--- config.mk ---
export PLATFORM = sky130hd
export DESIGN_NAME = rwc_top
export DESIGN_NICKNAME = d
export VERILOG_FILES = /design/src/core/rwc_pkg.sv /design/src/core/rwc_sync3.sv /design/src/core/rwc_top.sv
export SDC_FILE = /design/constraint.sdc
export NUM_CORES = 1
export LEC_CHECK = 0
export ABC_AREA = 1
export BUFFER_PORTS_ARGS = -buffer_cell sky130_fd_sc_hd__buf_2
export CORE_MARGIN = 2
export CORE_UTILIZATION = 48
export CTS_CLUSTER_DIAMETER = 150
export CTS_CLUSTER_SIZE = 28
export DETAILED_ROUTE_END_ITERATION = 8
export GPL_ROUTABILITY_DRIVEN = 0
export MAX_ROUTING_LAYER = met4
export PLACE_DENSITY = 0.79
export SLEW_MARGIN = 20
export SYNTH_ARGS = -nofsm -noshare
export SYNTH_HDL_FRONTEND = slang
export SYNTH_SLANG_ARGS = --single-unit
--- constraint.sdc ---
create_clock -name i_clk -period 1.7 [get_ports i_clk]
set_input_delay 0.17 -clock i_clk [delete_from_list [all_inputs] [get_ports i_clk]]
set_output_delay 0.17 -clock i_clk [all_outputs]
set_load 0.01 [all_outputs]
--- src/core/rwc_pkg.sv ---
// Shared constants and types for the reset and watchdog control block
package rwc_pkg;

   // ****************************************
   // Clock and time figures
   // ****************************************
   localparam int CLK_HZ       = 20_000_000;     // System clock rate
   localparam int DLY_LONG_MS  = 18;             // Crystal start delay, ms
   localparam int DLY_SHORT_US = 10;             // Non-crystal start delay, us
   localparam int WDT_BASE_MS  = 18;             // Watchdog base period, ms
   localparam int DLY_LONG_CYC  = DLY_LONG_MS * (CLK_HZ / 1000);
   localparam int DLY_SHORT_CYC = DLY_SHORT_US * (CLK_HZ / 1_000_000);
   localparam int WDT_BASE_CYC  = WDT_BASE_MS * (CLK_HZ / 1000);

   // ****************************************
   // Register offsets
   // ****************************************
   localparam logic [7:0] RWC_OPT_OFS = 8'h00;   // timer_watchdog_options
   localparam logic [7:0] RWC_ST_OFS  = 8'h04;   // Reset status
   localparam logic [7:0] RWC_CMD_OFS = 8'h08;   // Core command strobes
   localparam logic [7:0] RWC_MON_OFS = 8'h0C;   // Sequencer monitor

   // ****************************************
   // Field positions and reset values
   // ****************************************
   localparam int OPT_PSA_BIT   = 3;             // prescaler_select
   localparam int OPT_RATIO_MSB = 2;             // prescale_ratio_msb
   localparam int OPT_RATIO_LSB = 0;             // prescale_ratio_lsb
   localparam logic [7:0] OPT_RST = 8'hFF;       // Options after reset
   localparam int CMD_CLR_BIT   = 0;             // watchdog_clear_instr
   localparam int CMD_SLEEP_BIT = 1;             // Sleep instruction
   // Status bits 7..3 as one vector: wake pin, wake cmp, bit 5,
   // expiry_flag_n, sleep_flag_n
   localparam int UP_EXPIRY_IDX = 1;
   localparam int UP_SLEEP_IDX  = 0;
   localparam logic [4:0] ST_UP_POR       = 5'h03;   // 0001 1
   localparam logic [4:0] ST_UP_EXT_SLEEP = 5'h02;   // 0001 0
   localparam logic [4:0] ST_UP_WDT_SLEEP = 5'h00;   // 0000 0
   localparam logic [4:0] ST_UP_PIN_WAKE  = 5'h12;   // 1001 0
   localparam logic [4:0] ST_UP_CMP_WAKE  = 5'h0A;   // 0101 0

   // ****************************************
   // Types
   // ****************************************
   typedef enum logic [2:0] {
      RWC_OSC_FAST_CRYSTAL,                      // fast_crystal_mode
      RWC_OSC_STD_CRYSTAL,                       // std_crystal_mode
      RWC_OSC_SLOW_CRYSTAL,                      // slow_crystal_mode
      RWC_OSC_EXT_CLOCK,                         // ext_clock_mode
      RWC_OSC_INTERNAL_RC,                       // internal_rc_mode
      RWC_OSC_EXTERNAL_RC                        // external_rc_mode
   } rwc_osc_t;

   typedef enum logic [1:0] {
      RWC_HOLD,                                  // Held by a reset source
      RWC_DELAY,                                 // start_delay_timer running
      RWC_RUN,                                   // Normal operation
      RWC_SLEEP                                  // Sleeping
   } rwc_state_t;

endpackage

--- src/core/rwc_sync3.sv ---
// Three-stage pin synchroniser with agreement filter
`timescale 1ns/10ps
`default_nettype none

module rwc_sync3
   import rwc_pkg::*;
#(
   parameter logic RST_VAL = 1'b0
)(
   // Clock and reset
   input  wire logic i_clk,
   input  wire logic i_rst,
   // Pin side
   input  wire logic i_async,
   // Clean level
   output logic      o_level
);

   logic s1_q;                                   // Metastable stage
   logic s2_q;                                   // Second stage
   logic s3_q;                                   // Third stage

   // Shift chain; level follows once stages two and three agree
   always_ff @(posedge i_clk) begin
      if (i_rst) begin
         s1_q    <= RST_VAL;
         s2_q    <= RST_VAL;
         s3_q    <= RST_VAL;
         o_level <= RST_VAL;
      end else begin
         s1_q <= i_async;
         s2_q <= s1_q;
         s3_q <= s2_q;
         if (s2_q == s3_q) begin
            o_level <= s3_q;
         end
      end
   end

endmodule

`default_nettype wire

--- src/core/rwc_top.sv ---
// Reset sequencer, start delay timer and watchdog with APB registers
//
// What this block does
// - Low status bits get no reset
// - Normal-run resets reload register reset values
// - Sleep ext/watchdog resets keep registers, resume
// - Power-on status upper bits read 0001 1
// - Running ext reset clears status bits 7..5
// - Sleep resets: ext 0001 0, watchdog 0000 0
// - Running watchdog reset clears 7..5 and expiry
// - Pin-change wake gives status 1001 0
// - Comparator wake gives status 0101 0
// - Fuse picks reset pin or plain input
// - Power-up sets latch; delay waits pin high
// - Delay expiry clears latch, releasing chip
// - Delay runs always, length by oscillator
// - Delay counts the system clock; core held meanwhile
// - 18 ms crystal, 10 us other modes
// - Watchdog wake from sleep starts delay
// - Delay follows every reset and wake source
// - Watchdog runs in sleep, timeout resets
// - Watchdog fuse zero disables it forever
// - 18 ms base, prescaler up to 1:128
// - Clear command zeroes count and prescaler
// - Option bit 3 selects, bits 2..0 ratio
// - Any wake from sleep clears watchdog
// - Brown-out during delay restarts the delay
//
// Decided for this implementation: the address map and the APB register port.
`timescale 1ns/10ps
`default_nettype none

module rwc_top
   import rwc_pkg::*;
#(
   parameter int DLY_LONG_CYC_P = DLY_LONG_CYC,  // Long start delay, cycles
   parameter int WDT_BASE_CYC_P = WDT_BASE_CYC,  // Watchdog base, cycles
   parameter int ADDR_W         = 8              // APB address width
)(
   // Clock and reset
   input  wire logic              i_clk,
   input  wire logic              i_rst,
   // Pins and supply monitor
   input  wire logic              i_ext_reset_n,
   input  wire logic              i_brown_out,
   // Configuration fuses
   input  wire logic              i_ext_reset_fuse,
   input  wire logic              i_watchdog_fuse,
   input  wire rwc_osc_t          i_osc_mode,
   // Wake sources from on-chip logic
   input  wire logic              i_pin_change_wake,
   input  wire logic              i_cmp_change_wake,
   // APB slave
   input  wire logic              i_psel,
   input  wire logic              i_penable,
   input  wire logic              i_pwrite,
   input  wire logic [ADDR_W-1:0] i_paddr,
   input  wire logic [31:0]       i_pwdata,
   output logic      [31:0]       o_prdata,
   output logic                   o_pready,
   output logic                   o_pslverr,
   // Reset and state outputs
   output logic                   o_chip_reset,
   output logic                   o_regs_reset,
   output logic                   o_sleeping,
   output logic                   o_watchdog_timeout,
   output logic                   o_gp_input,
   output logic      [7:0]        o_status,
   output logic      [7:0]        o_option
);

   // ****************************************
   // Local sizes
   // ****************************************
   localparam int DLY_MAX = (DLY_LONG_CYC_P > DLY_SHORT_CYC) ?
                            DLY_LONG_CYC_P : DLY_SHORT_CYC;
   localparam int DCNT_W  = $clog2(DLY_MAX + 1);
   localparam int WCNT_W  = $clog2(WDT_BASE_CYC_P + 1);

   // ****************************************
   // Declarations
   // ****************************************
   rwc_state_t        state_q;                   // Sequencer state
   rwc_state_t        state_d;                   // Next state
   logic              pin_s;                     // Synced reset pin
   logic              bo_s;                      // Synced brown-out
   logic [DCNT_W-1:0] dcnt_q;                    // start_delay_timer count
   logic [DCNT_W-1:0] dly_lim;                   // Last delay count
   logic [WCNT_W-1:0] wcnt_q;                    // Watchdog base count
   logic [6:0]        pre_q;                     // Watchdog prescaler
   logic [7:0]        pre_mask8;                 // 2^n - 1, wide
   logic [6:0]        pre_mask;                  // Prescaler last count
   logic [4:0]        st_up_q;                   // Status bits 7..3
   logic [4:0]        st_up_d;                   // Next status bits 7..3
   logic [2:0]        st_low_q;                  // Status bits 2..0
   logic [7:0]        opt_q;                     // Option register
   logic [31:0]       rdata_d;                   // Read mux
   logic              regs_rst_q;                // Register reset pulse
   logic              wdt_to_q;                  // Timeout pulse copy

   // ****************************************
   // Pin synchronisers
   // ****************************************
   // Pin starts low so the delay waits until a real high is seen
   rwc_sync3 #(.RST_VAL(1'b0)) u_pin_sync (
      .i_clk   (i_clk),
      .i_rst   (i_rst),
      .i_async (i_ext_reset_n),
      .o_level (pin_s)
   );

   rwc_sync3 #(.RST_VAL(1'b0)) u_bo_sync (
      .i_clk   (i_clk),
      .i_rst   (i_rst),
      .i_async (i_brown_out),
      .o_level (bo_s)
   );

   // ****************************************
   // Reset sources and wake events
   // ****************************************
   wire ext_low   = i_ext_reset_fuse & ~pin_s;
   wire hold_src  = bo_s | ext_low;              // Sources that hold reset
   wire in_run    = (state_q == RWC_RUN);
   wire in_sleep  = (state_q == RWC_SLEEP);
   wire active    = in_run | in_sleep;
   wire ext_evt   = ext_low & active;            // Pin reset while live
   wire pin_wake  = in_sleep & i_pin_change_wake;
   wire cmp_wake  = in_sleep & i_cmp_change_wake & ~i_pin_change_wake;
   wire any_wake  = pin_wake | cmp_wake;

   // ****************************************
   // APB decode
   // ****************************************
   wire apb_setup = i_psel & ~i_penable;
   wire apb_acc   = i_psel & i_penable;
   wire apb_wr    = apb_acc & i_pwrite;
   wire sel_opt   = (i_paddr == ADDR_W'(RWC_OPT_OFS));
   wire sel_st    = (i_paddr == ADDR_W'(RWC_ST_OFS));
   wire sel_cmd   = (i_paddr == ADDR_W'(RWC_CMD_OFS));
   wire sel_mon   = (i_paddr == ADDR_W'(RWC_MON_OFS));
   wire mapped    = sel_opt | sel_st | sel_cmd | sel_mon;
   wire wr_opt    = apb_wr & sel_opt;
   wire wr_st     = apb_wr & sel_st;
   wire wr_cmd    = apb_wr & sel_cmd;
   wire clr_cmd   = wr_cmd & i_pwdata[CMD_CLR_BIT];
   wire sleep_cmd = wr_cmd & i_pwdata[CMD_SLEEP_BIT] & in_run;

   // Zero wait states; unmapped access answers with an error
   assign o_pready  = 1'b1;
   assign o_pslverr = apb_acc & ~mapped;

   // ****************************************
   // Watchdog timer
   // ****************************************
   wire prescaler_select       = opt_q[OPT_PSA_BIT];
   wire [2:0] ratio = opt_q[OPT_RATIO_MSB:OPT_RATIO_LSB];
   // Base count only while live and fused on; it keeps going in sleep
   wire wdt_run   = i_watchdog_fuse & active;
   wire wdt_clr   = ~wdt_run | clr_cmd | sleep_cmd | any_wake;
   wire base_wrap = wdt_run & (wcnt_q == WCNT_W'(WDT_BASE_CYC_P - 1));
   assign pre_mask8 = (8'h01 << ratio) - 8'h01;
   assign pre_mask  = pre_mask8[6:0];
   wire wdt_to    = base_wrap & (~prescaler_select | (pre_q == pre_mask));

   // Base counter on the watchdog time base
   always_ff @(posedge i_clk) begin
      if (i_rst || wdt_clr || base_wrap) begin
         wcnt_q <= '0;
      end else begin
         wcnt_q <= wcnt_q + 1'b1;
      end
   end

   // Prescaler, only in use while assigned to the watchdog
   always_ff @(posedge i_clk) begin
      if (i_rst || wdt_clr || !prescaler_select || wdt_to) begin
         pre_q <= '0;
      end else if (base_wrap) begin
         pre_q <= pre_q + 1'b1;
      end
   end

   // ****************************************
   // Start delay timer
   // ****************************************
   // Crystal modes need the long delay, all others the short one
   wire crystal = (i_osc_mode == RWC_OSC_FAST_CRYSTAL) ||
                  (i_osc_mode == RWC_OSC_STD_CRYSTAL)  ||
                  (i_osc_mode == RWC_OSC_SLOW_CRYSTAL);
   assign dly_lim = crystal ? DCNT_W'(DLY_LONG_CYC_P - 1) :
                              DCNT_W'(DLY_SHORT_CYC - 1);
   wire dly_done = (state_q == RWC_DELAY) && (dcnt_q == dly_lim);

   // Counts only in the delay state; any hold source restarts it
   always_ff @(posedge i_clk) begin
      if (i_rst || state_q != RWC_DELAY) begin
         dcnt_q <= '0;
      end else begin
         dcnt_q <= dcnt_q + 1'b1;
      end
   end

   // ****************************************
   // Reset sequencer
   // ****************************************
   always_comb begin
      state_d = state_q;
      unique case (state_q)
         // Wait for pin high and supply good
         RWC_HOLD: begin
            if (!hold_src) begin
               state_d = RWC_DELAY;
            end
         end
         // Delay running; brown-out or pin restarts it
         RWC_DELAY: begin
            if (hold_src) begin
               state_d = RWC_HOLD;
            end else if (dly_done) begin
               state_d = RWC_RUN;
            end
         end
         // Normal operation
         RWC_RUN: begin
            if (hold_src) begin
               state_d = RWC_HOLD;
            end else if (wdt_to) begin
               state_d = RWC_DELAY;
            end else if (sleep_cmd) begin
               state_d = RWC_SLEEP;
            end
         end
         // Sleep; every wake passes through the delay
         RWC_SLEEP: begin
            if (hold_src) begin
               state_d = RWC_HOLD;
            end else if (wdt_to || any_wake) begin
               state_d = RWC_DELAY;
            end
         end
      endcase
   end

   // State register; power-on sets the reset latch
   always_ff @(posedge i_clk) begin
      if (i_rst) begin
         state_q <= RWC_HOLD;
      end else begin
         state_q <= state_d;
      end
   end

   // Core held while latched or the delay runs
   assign o_chip_reset = (state_q == RWC_HOLD) || (state_q == RWC_DELAY);
   assign o_sleeping   = in_sleep;

   // ****************************************
   // Status register
   // ****************************************
   // Software writes bits 7..5; hardware events win over the write
   always_comb begin
      st_up_d = st_up_q;
      if (wr_st) begin
         st_up_d[4:2] = i_pwdata[7:5];
      end
      if (bo_s) begin
         st_up_d = ST_UP_POR;
      end else if (ext_evt && in_sleep) begin
         st_up_d = ST_UP_EXT_SLEEP;
      end else if (ext_evt) begin
         st_up_d[4:2] = 3'h0;
      end else if (wdt_to && in_sleep) begin
         st_up_d = ST_UP_WDT_SLEEP;
      end else if (wdt_to) begin
         st_up_d[4:2] = 3'h0;
         st_up_d[UP_EXPIRY_IDX] = 1'b0;
      end else if (pin_wake) begin
         st_up_d = ST_UP_PIN_WAKE;
      end else if (cmp_wake) begin
         st_up_d = ST_UP_CMP_WAKE;
      end else if (sleep_cmd) begin
         st_up_d[UP_EXPIRY_IDX] = 1'b1;
         st_up_d[UP_SLEEP_IDX]  = 1'b0;
      end
   end

   // Upper status bits reset only on power-on
   always_ff @(posedge i_clk) begin
      if (i_rst) begin
         st_up_q <= ST_UP_POR;
      end else begin
         st_up_q <= st_up_d;
      end
   end

   // Low bits keep their value through every reset
   always_ff @(posedge i_clk) begin
      if (wr_st) begin
         st_low_q <= i_pwdata[2:0];
      end
   end

   assign o_status = {st_up_q, st_low_q};

   // ****************************************
   // Option register and register reset
   // ****************************************
   // Running resets and wakes reload; sleep ext/wdt resets do not
   wire regs_rst = bo_s | ((ext_evt | wdt_to) & in_run) | any_wake;

   // Reset beats a same-cycle write
   always_ff @(posedge i_clk) begin
      if (i_rst || regs_rst) begin
         opt_q <= OPT_RST;
      end else if (wr_opt) begin
         opt_q <= i_pwdata[7:0];
      end
   end

   assign o_option = opt_q;

   // Pulses to the rest of the chip
   always_ff @(posedge i_clk) begin
      if (i_rst) begin
         regs_rst_q <= 1'b1;
         wdt_to_q   <= 1'b0;
      end else begin
         regs_rst_q <= regs_rst;
         wdt_to_q   <= wdt_to;
      end
   end

   assign o_regs_reset       = regs_rst_q;
   assign o_watchdog_timeout = wdt_to_q;
   assign o_gp_input         = pin_s;

   // ****************************************
   // Read data
   // ****************************************
   assign rdata_d = sel_opt ? {24'h00_0000, opt_q} :
                    sel_st  ? {24'h00_0000, o_status} :
                    sel_mon ? {23'h00_0000, pre_q, in_sleep, o_chip_reset} :
                              32'h0000_0000;

   // Captured in the setup phase, stable through the access
   always_ff @(posedge i_clk) begin
      if (i_rst) begin
         o_prdata <= 32'h0000_0000;
      end else if (apb_setup && !i_pwrite) begin
         o_prdata <= rdata_d;
      end
   end
endmodule

`default_nettype wire

---- Word level (Yosys, flattened, before mapping) ----
Index checks and enable logic that the tools add are counted.
operators by class
  add/subtract/negate cells ............... 4
  muxes and demuxes ....................... 23
  shift-type cells ........................ 1
  eq/ne operators ......................... 20
  reduce and logical (&&, ||, !) cells .... 31
  bitwise gates (word level) .............. 39
operators with widths
  kind                                                                number
  19-bit by 1-bit adder with 19-bit output, second input constant     2
  9-bit two-way mux                                                   3
  2-bit two-way mux                                                   11
  1-bit bitwise AND                                                   19
  19-bit == test                                                      1
  19-bit == test, second input constant                               1
  19-bit two-way mux                                                  1
  8-bit by 4-bit == test with 1-bit output, second input constant     2
  1-bit OR                                                            13
  1-bit logical OR                                                    10
  5-bit nonzero test                                                  2
  8-bit by 3-bit == test with 1-bit output, second input constant     1
  8-bit zero test                                                     1
  2-bit case mux with 4 select lines                                  1
  8-bit OR reduction                                                  1
  7-bit by 1-bit adder with 7-bit output, second input constant       1
  7-bit == test                                                       1
  1-bit inverter                                                      7
  7-bit OR reduction                                                  1
  1-bit by 3-bit << shifter with 7-bit output, first input constant   1
  7-bit by 1-bit subtractor with 7-bit output, second input constant  1
  3-bit two-way mux                                                   2
  6-bit OR reduction                                                  1
  5-bit two-way mux                                                   1
  23 further kinds                                                    33
word-level totals
  output and inout port bits .............. 55
  bits in registers ....................... 105
  input bits .............................. 54

---- Depth between registers and ports, before layout ----
Gate-level depths: netlist (run 1).
  depth after elaboration ................. 12
  depth in mapped cells ................... 15
  gate-level depth less buffers ........... 14

---- Cells and area by module ----
A second synthesis (run 1) with hierarchy kept.
second synthesis, totals
  cells, all modules ...................... 586
  area, all modules ....................... 4177.8 sq um
by module, submodules not included
  module     cells an instance  seq. area each (sq um)  area each (sq um)  times used
  rwc_top    560                1511.4                  3935.0             1
  rwc_sync3  13                 80.1                    121.4              2

---- Least setup slack after synthesis (run 1) ----
No wires, ideal clock.
  kind .................................... flip-flop to flip-flop
  start point ............................. register dcnt_q[0]
  end point ............................... register dcnt_q[16]
  path buffers ............................ 0
  slack ................................... 0.055 ns
  stages on the path, launching flop included .. 13
  library setup time ...................... 0.119 ns
  clock period less this slack ............ 1.645 ns
  arrival time ............................ 1.525 ns
  path through ............................ dfxtp_1 ha_1 nand2_1 inv_2 nand2_2 nor2_1 nand3_1 nor2_2 nand3_2 nor2_2 nand2_1 o21ai_0 a21oi_1
between the ends
  cells in the longest elaborated chain, start to end .. 1
ends and longest elaborated chain
  what                                      RTL line        text
  start: declaration                        rwc_top.sv:87   logic [DCNT_W-1:0] dcnt_q;
  start signal: assignment                  rwc_top.sv:200  dcnt_q <= dcnt_q + 1'b1;
  19-bit by 1-bit adder with 19-bit output  rwc_top.sv:200
No other way between the ends.
A chain may end at the register's enable or synchronous reset.

---- Final worst setup path (run 1) ----
  start point ............................. register dcnt_q[1]
  end point ............................... register dcnt_q[16]
Same word-level chain as after synthesis.

==> results.md, run 1 <==
- The flow ran to the end, but the final reports show violations.
- The checks that failed: negative setup slack.
- During I/O placement, the number of pins put on the boundary was 109.
- The core area is 8640 µm².
- In the final routed layout, each cell accounts on average for 14.5 µm.
- The routed layout has 4,352 vias.
- Entering global routing, the biggest net connects 20 pins.
- The total number of H-tree levels is 3.
- After synthesis, the most frequently instantiated cells are 109 x nand2_1, 83 x nor2_1, 79 x dfxtp_1.
- The share of synthesized area in the top cell type comes to 0.372.
- The class of the tightest hold or removal check is input pin to flip-flop.
- The peak ir drop on the vdd network is 0.000429 V.
- Setup repair after global routing could not meet its margin everywhere.
- After clock tree synthesis, the clock-pin slew on the worst setup and hold paths is 90 ps.
- The cell taking the most area after synthesis is dfxtp_1.
- The floorplan step set the die width to 98.1 µm.
- Data arrives at the worst endpoint at 2010 ps.
- The die covers 9620 µm².
- In the final layout, the share of cells above drive strength 1 is 0.327.
- The first routing iteration left 208 violations.
- The setup skew after layout is 15.5 ps.
- The number of buffers on the longest clock path is 2.
- For this run the aggregate overflow at the end of global routing stands at 0.
- The setup path with the least slack is of type flip-flop to flip-flop.
- The post-synth design cell area is 4250 µm².
- By area the synthesized netlist is led by dfxtp_1 37%, nand2_1 9.6%, nor2_1 7.3%.
- The worst hold slack after final layout is 0.335 ps.
- The final number of max-transition violations is 0.
- The number of antenna diodes in the final layout is 0.
- The signed area change from the synthesized netlist to the final layout is 30.4%.
- For the worst setup path, the data required time is 1950 ps.
- Max-cap violations in this run came to 0.
- The total iterations of the first detailed-routing run is 5.
- The kind of end point of the critical path is a flip-flop.
- The initial utilization of the core area, before any placement, comes to 0.492.
- The count of cells along the worst hold path is 3.
- The summed area of non-filler cells in the final layout is 5540 µm².
- In the finished design, the share of the clock period the worst path needs comes to 1.03.
- For this run, the total global-route usage over all layers was measured as 0.223.
- The count of buffers added on input and output ports is 60.
- The placed standard-cell area is 4780 µm².
- TritonCTS built the clock tree.
- The power density relative to cell area is 763 nW/µm².
- The final net count is 762.
- Counting I/O delays and the setup requirement, the final critical path takes 1760 ps.
- The total clock sinks is 82.
- The initialized floorplan defines 34 standard-cell rows.
- Measured along the y axis, the die boundary spans 98.1 µm.
- For this run, the register share of the synthesized area comes to 0.393.
- The insertion delay to the later sink of the worst-skew pair is 370 ps.
- For the final routed database, the setup TNS stands at -106 ps.
- The number of antenna violations at the first check in global routing was 0.
- After detailed routing, the number of vias per cell comes to 5.32.
- In this run, CTS created clock tree buffers numbering 9.
- The post-route worst setup slack is -55.3 ps.
- The number of endpoints with negative hold slack in the final report is 0.
- Counting flops and latches in the post-synthesis netlist gives 82.
- After detailed routing, the number of remaining DRC violations is 0.
- In the synthesized netlist, the number of instances is 588.
- The total of warnings raised by yosys is 0.
- The worst-path maximum fanout is 3.
- After synthesis, the netlist uses 41 different library cells.
- The number of global-route vias before repair was 3,966.
- Detailed placement finished with a half-perimeter wire length of 7400 µm.
- The analysis attributes to cell leakage a power of 2.40 nW.
- Yosys mapped a number of flops with a built-in enable equal to 3.
- Power comes to 4.23 mW.
- The first global-routing pass estimated 17,200 µm of wire.
- The share of flip-flops with an asynchronous set or reset is 0.
- The kind of launch point of the worst setup path is a flip-flop.
- In this run the mean area of a mapped cell was 7.23 µm².
- The root cell of the clock tree is clkbuf_8.
- The routed design has 11,900 µm of wire.
- The library cell with the highest instance count after synthesis is nand2_1.
- Derived from the worst setup path, the maximum achievable clock frequency is 570 MHz.
- The number of antenna-violating nets in the routed design is 0.
- The most used flip-flop cell after synthesis is dfxtp_1.
- Setup violations remaining at the end of the flow were counted as 4.
- The number of cells on the worst reg-to-reg path is 12.
==> cell usage in the layout (no fill, tap or decap), types with 19 or more instances in the layout <==
| cell | count |
|---|---|
| nand2_1 | 100 |
| nor2_1 | 76 |
| dfxtp_1 | 66 |
| inv_1 | 64 |
| buf_2 | 60 |
| buf_4 | 50 |
| a21oi_1 | 30 |
| nand3_1 | 28 |
| conb_1 | 24 |
| o21ai_0 | 19 |
==> path summary, 6_finish.rpt <==
path | startpoint | endpoint | slack, ps
hold / removal | i_ext_reset_n | u_pin_sync.s1_q | 0.3
hold reg to reg | u_pin_sync.s1_q | u_pin_sync.s2_q | 430
setup reg to reg | dcnt_q[1] | dcnt_q[16] | -60
setup / recovery | dcnt_q[1] | dcnt_q[16] | -60
==> routing by layer <==
metal,wire (µm),track usage,vias up
li1,-,-,2101
met1,4590,0.249,2023
met2,6200,0.378,185
met3,769,0.0558,43
met4,333,0.0983,0
met5,0,-,-
==> cell type report <==
class / count / area [µm²]
Multi-Input combinational cell: 424 / 2480
Clock inverter: 5 / 36.3
Inverter: 72 / 278
Sequential cell: 82 / 1690
Fill cell: 692 / 3090
Clock buffer: 11 / 153
Timing Repair Buffer: 116 / 764
Tap cell: 108 / 135
==> metrics by stage <==
step                utilization  std cells  worst slack (ps)
floorplan                     -        610              55.1
detailed placement        0.553        777             -80.2
global placement          0.553        777             -42.4
global route              0.642        818              -144
finish                    0.642        818             -55.3
CTS                       0.587        797              4.54
==> where the power goes <==
| part | switching [mW] | internal [mW] | leakage, nW |
|---|---|---|---|
| Clock | 0.750 | 0.620 | 0.0833 |
| Sequential | 0.0639 | 2.00 | 0.670 |
| Combinational | 0.504 | 0.291 | 1.65 |
==> flip-flops by register name (all words and copies together) (netlist names), 2 cells and up <==
name / count
o_prdata: 9
state_q: 2
wcnt_q: 19
st_low_q: 3
o_option: 8
pre_q: 7
dcnt_q: 19
st_up_q: 5
==> kinds of logic (layout without fill, tap and decap cells) <==
logic type / count (synthesis) / after routing / share of synthesized area
and+or+nand+nor: 319 / 319 / 0.370
AOI/OAI and AO/OA: 66 / 66 / 0.0824
DFF: 82 / 82 / 0.393
buffers and inverters: 104 / 204 / 0.118
adders and majority gates: 3 / 3 / 0.00883
xor gates and xnor gates: 12 / 12 / 0.0247
other: 2 / 24 / 0.00177
==> worst max-delay path, cell delays in order, from the launching register on <==
cell	delay, ps
dfxtp_2	360
ha_4	140
nand2_2	60
inv_2	90
nand2_4	60
nor2_4	120
nand3_2	110
nor2_4	140
nand3_4	90
nor2_4	110
nand2_1	100
o21ai_1	200
a21oi_1	60
==> repair_timing <==
item | 4_1_cts | 5_1_grt
endpoints found under the setup margin | 19 | 37
gates cloned | 0 | 1
hold buffers | 0 | 1
pin swaps | 7 | 24
setup buffers | 4 | 19
gates resized for setup | 21 | 73
endpoints found under the hold margin | 0 | 1
Power figures use the tool's default switching activity.
==> run 2, diff against run 1 <==
CORE_MARGIN = default   (was 2)
==> results.md, run 2 (synthesis gave the netlist of run 1 again) <==
- The number of antenna violations at the first check in global routing is 0 (unchanged).
- The sum of met3 wire segment lengths after detailed routing is 632 µm (-18%).
- The insertion delay to the later sink of the worst-skew pair is 360 ps (about the same).
- The global-route wire length before repair was 16,100 µm (-6.2%).
- The time the final worst path needs with I/O delays and setup is 1750 ps (-1.42 ps).
- The largest net degree at the start of global routing is 20 (unchanged).
- The width of the chip is 96.1 µm (-2.0%).
- The global-route congestion overflow total is 0 (unchanged).
- The arrival time of data at the critical path endpoint is 2050 ps (+40 ps).
- The register clock-pin slew on the reported worst setup and hold paths is 80 ps (about the same).
- The worst hold slack after final layout is 14.4 ps (+14.0 ps).
- The class of the tightest hold or removal check is input pin to flip-flop.
- The number of fill cells in the layout is 741 (+7.1%).
- The peak ir drop on the vdd network is 0.000600 V (+40%).
- The root buffer cell chosen for the clock tree is clkbuf_8.
- The quantity of I/O buffers inserted on ports came to 60 (unchanged).
- The number of global-route vias before repair came to 3,803 (-4.1%).
- The static leakage is 2.32 nW (-3.4%).
- The power density relative to cell area is 813 nW/µm² (+6.6%).
- The wire length the detailed router placed on met1 is 4110 µm (-10%).
- The initial standard-cell utilization of the core came to 0.507 (+0.0149).
- The final period utilization is 1.03 (about the same).
- The signed area change from the synthesized netlist to the final layout is 24.6%.
- Setup repair after global routing could not meet its margin everywhere.
- The total detailed-routing wirelength came to 10,100 µm (-15%).
- The number of CTS-inserted buffers is 9 (unchanged).
- The number of endpoints with negative hold slack in the final report was 0 (unchanged).
- The highest achievable clock rate is 570 MHz (about the same).
- The floorplan row count is 33 (-2.9%).
- The remaining routing DRC violations is 0 (unchanged).
- The setup total negative slack is -232 ps (-126 ps).
- In the layout the commonest cells are 105 x nand2_1, 75 x nor2_1, 72 x dfxtp_1.
- The final net count is 745 (-2.2%).
- The worst-path maximum fanout was 3 (unchanged).
- The die height is 96.1 µm (-2.0%).
- The total clock sinks came to 82 (unchanged).
- The fraction of final layout cells with drive strength greater than 1 is 0.276 (-0.0511).
- The max-cap violation count came to 0 (unchanged).
- The largest registers in the layout are dcnt_q x19, wcnt_q x19, o_prdata x9.
- The core area is 8380 µm² (-2.9%).
- The detailed route wirelength on metal2 is 5110 µm (-18%).
- The required time of the worst setup path is 2000 ps (+50 ps).
- The total power after layout is 4.30 mW (+1.8%).
- The final setup violation count came to 17 (+13).
- The library cell used most frequently in the layout, excluding fill and tap cells, is nand2_1.
- The count of routing violations after the opening detailed-route iteration was 184 (-12%).
- The total global routing track utilization is 0.230 (+0.00708).
- The kind of end point of the critical path is a flip-flop.
- The HPWL after detailed placement is 7360 µm (-0.62%).
- The number of antenna diodes is 0 (unchanged).
- The total number of H-tree levels is 3 (unchanged).
- The die footprint is 9230 µm² (-4.0%).
- The kind of launch point of the worst setup path is a flip-flop.
- The post-route worst setup slack is -53.8 ps (+1.42 ps).
- The highest metal layer carrying signal wires in the routed design is met4.
- The number of buffers on the longest clock path is 2 (unchanged).
- The post-detailed-route wirelength per cell is 12.6 µm (-13%).
- The placed standard-cell area is 4780 µm² (about the same).
- The flow ran to the end, but the final reports show violations.
- The critical path is of the flip-flop to flip-flop type.
- The number of antenna-violating nets in the routed design is 0 (unchanged).
- The setup skew after layout was 11.7 ps (-3.82 ps).
- The total iterations of the first detailed-routing run came to 4 (-1).
- The final reports fail on negative setup slack.
- The number of ports placed on the die boundary is 109 (unchanged).
- The final number of max-transition violations was 0 (unchanged).
- The summed area of non-filler cells in the final layout is 5300 µm² (-4.4%).
- The clock tree from TritonCTS is built.
- The number of vias per cell is 5.14 (-3.4%).
- The total number of vias is 4,103 (-5.7%).
## run 2: cell count changes in the layout (fill, tap and decap cells not counted), sizes merged
cell,delta
buf,-15
bufinv,+1
clkbuf,-1
clkinv,+1
clkinvlp,-1
dlygate4sd3,-1
inv,-1
## run 2: layout make-up
type                       instances  area (µm²)  share of cell area
clock buffer                      11         174              0.0328
clock inverter                     5        57.6              0.0109
inverter                          72         275              0.0520
multi-input combinational        424        2360               0.446
sequential                        82        1680               0.317
tap                              105         131              0.0248
timing repair buffer              99         613               0.116
## run 2: worst paths after layout
kind	startpoint	end	slack [ps]	cells after the start
hold / removal	i_pwdata[2]	st_low_q[2]	10	1
setup / recovery	wcnt_q[0]	wcnt_q[18]	-50	10
hold reg to reg	u_bo_sync.s1_q	u_bo_sync.s2_q	420	2
setup reg to reg	wcnt_q[0]	wcnt_q[18]	-50	10
## run 2: critical path: stages, from the launching register on
cell and delay [ps]:
dfxtp_2 360, ha_4 150, nand2_4 60, nor2_4 160
nand3_4 100, nor2_4 160, nand2_2 90, nor2_4 110
nand4_1 120, or2_1 270, a21oi_2 120
## run 2: power by group
| part | total [mW] | internal [mW] | switching, mW |
|---|---|---|---|
| clock | 1.57 | 0.853 | 0.712 |
| combinational | 0.688 | 0.257 | 0.431 |
| sequential | 2.05 | 1.99 | 0.0561 |
## run 2: what timing repair did
item                       CTS  global route
resized for setup           17            42
setup buffers                0             8
pin swaps                    6            20
gates cloned                 0             0
setup endpoints to repair   21            36
hold buffers                 0             0
## run 2: through the flow
stage | utilization | instances | setup WS [ps]
after floorplan | - | 610 | 55.1
after global placement | 0.570 | 774 | -36.5
after detailed placement | 0.570 | 774 | -84.0
after CTS | 0.603 | 790 | -3.88
after global routing | 0.632 | 798 | -186
final | 0.632 | 798 | -53.8
## run 2: metal layers
metal / up-vias / GRT usage
met3: 24 / 0.0648
met4: 0 / 0.0821
li1: 2058 / -
met1: 1888 / 0.246
met2: 133 / 0.405
met5: - / -
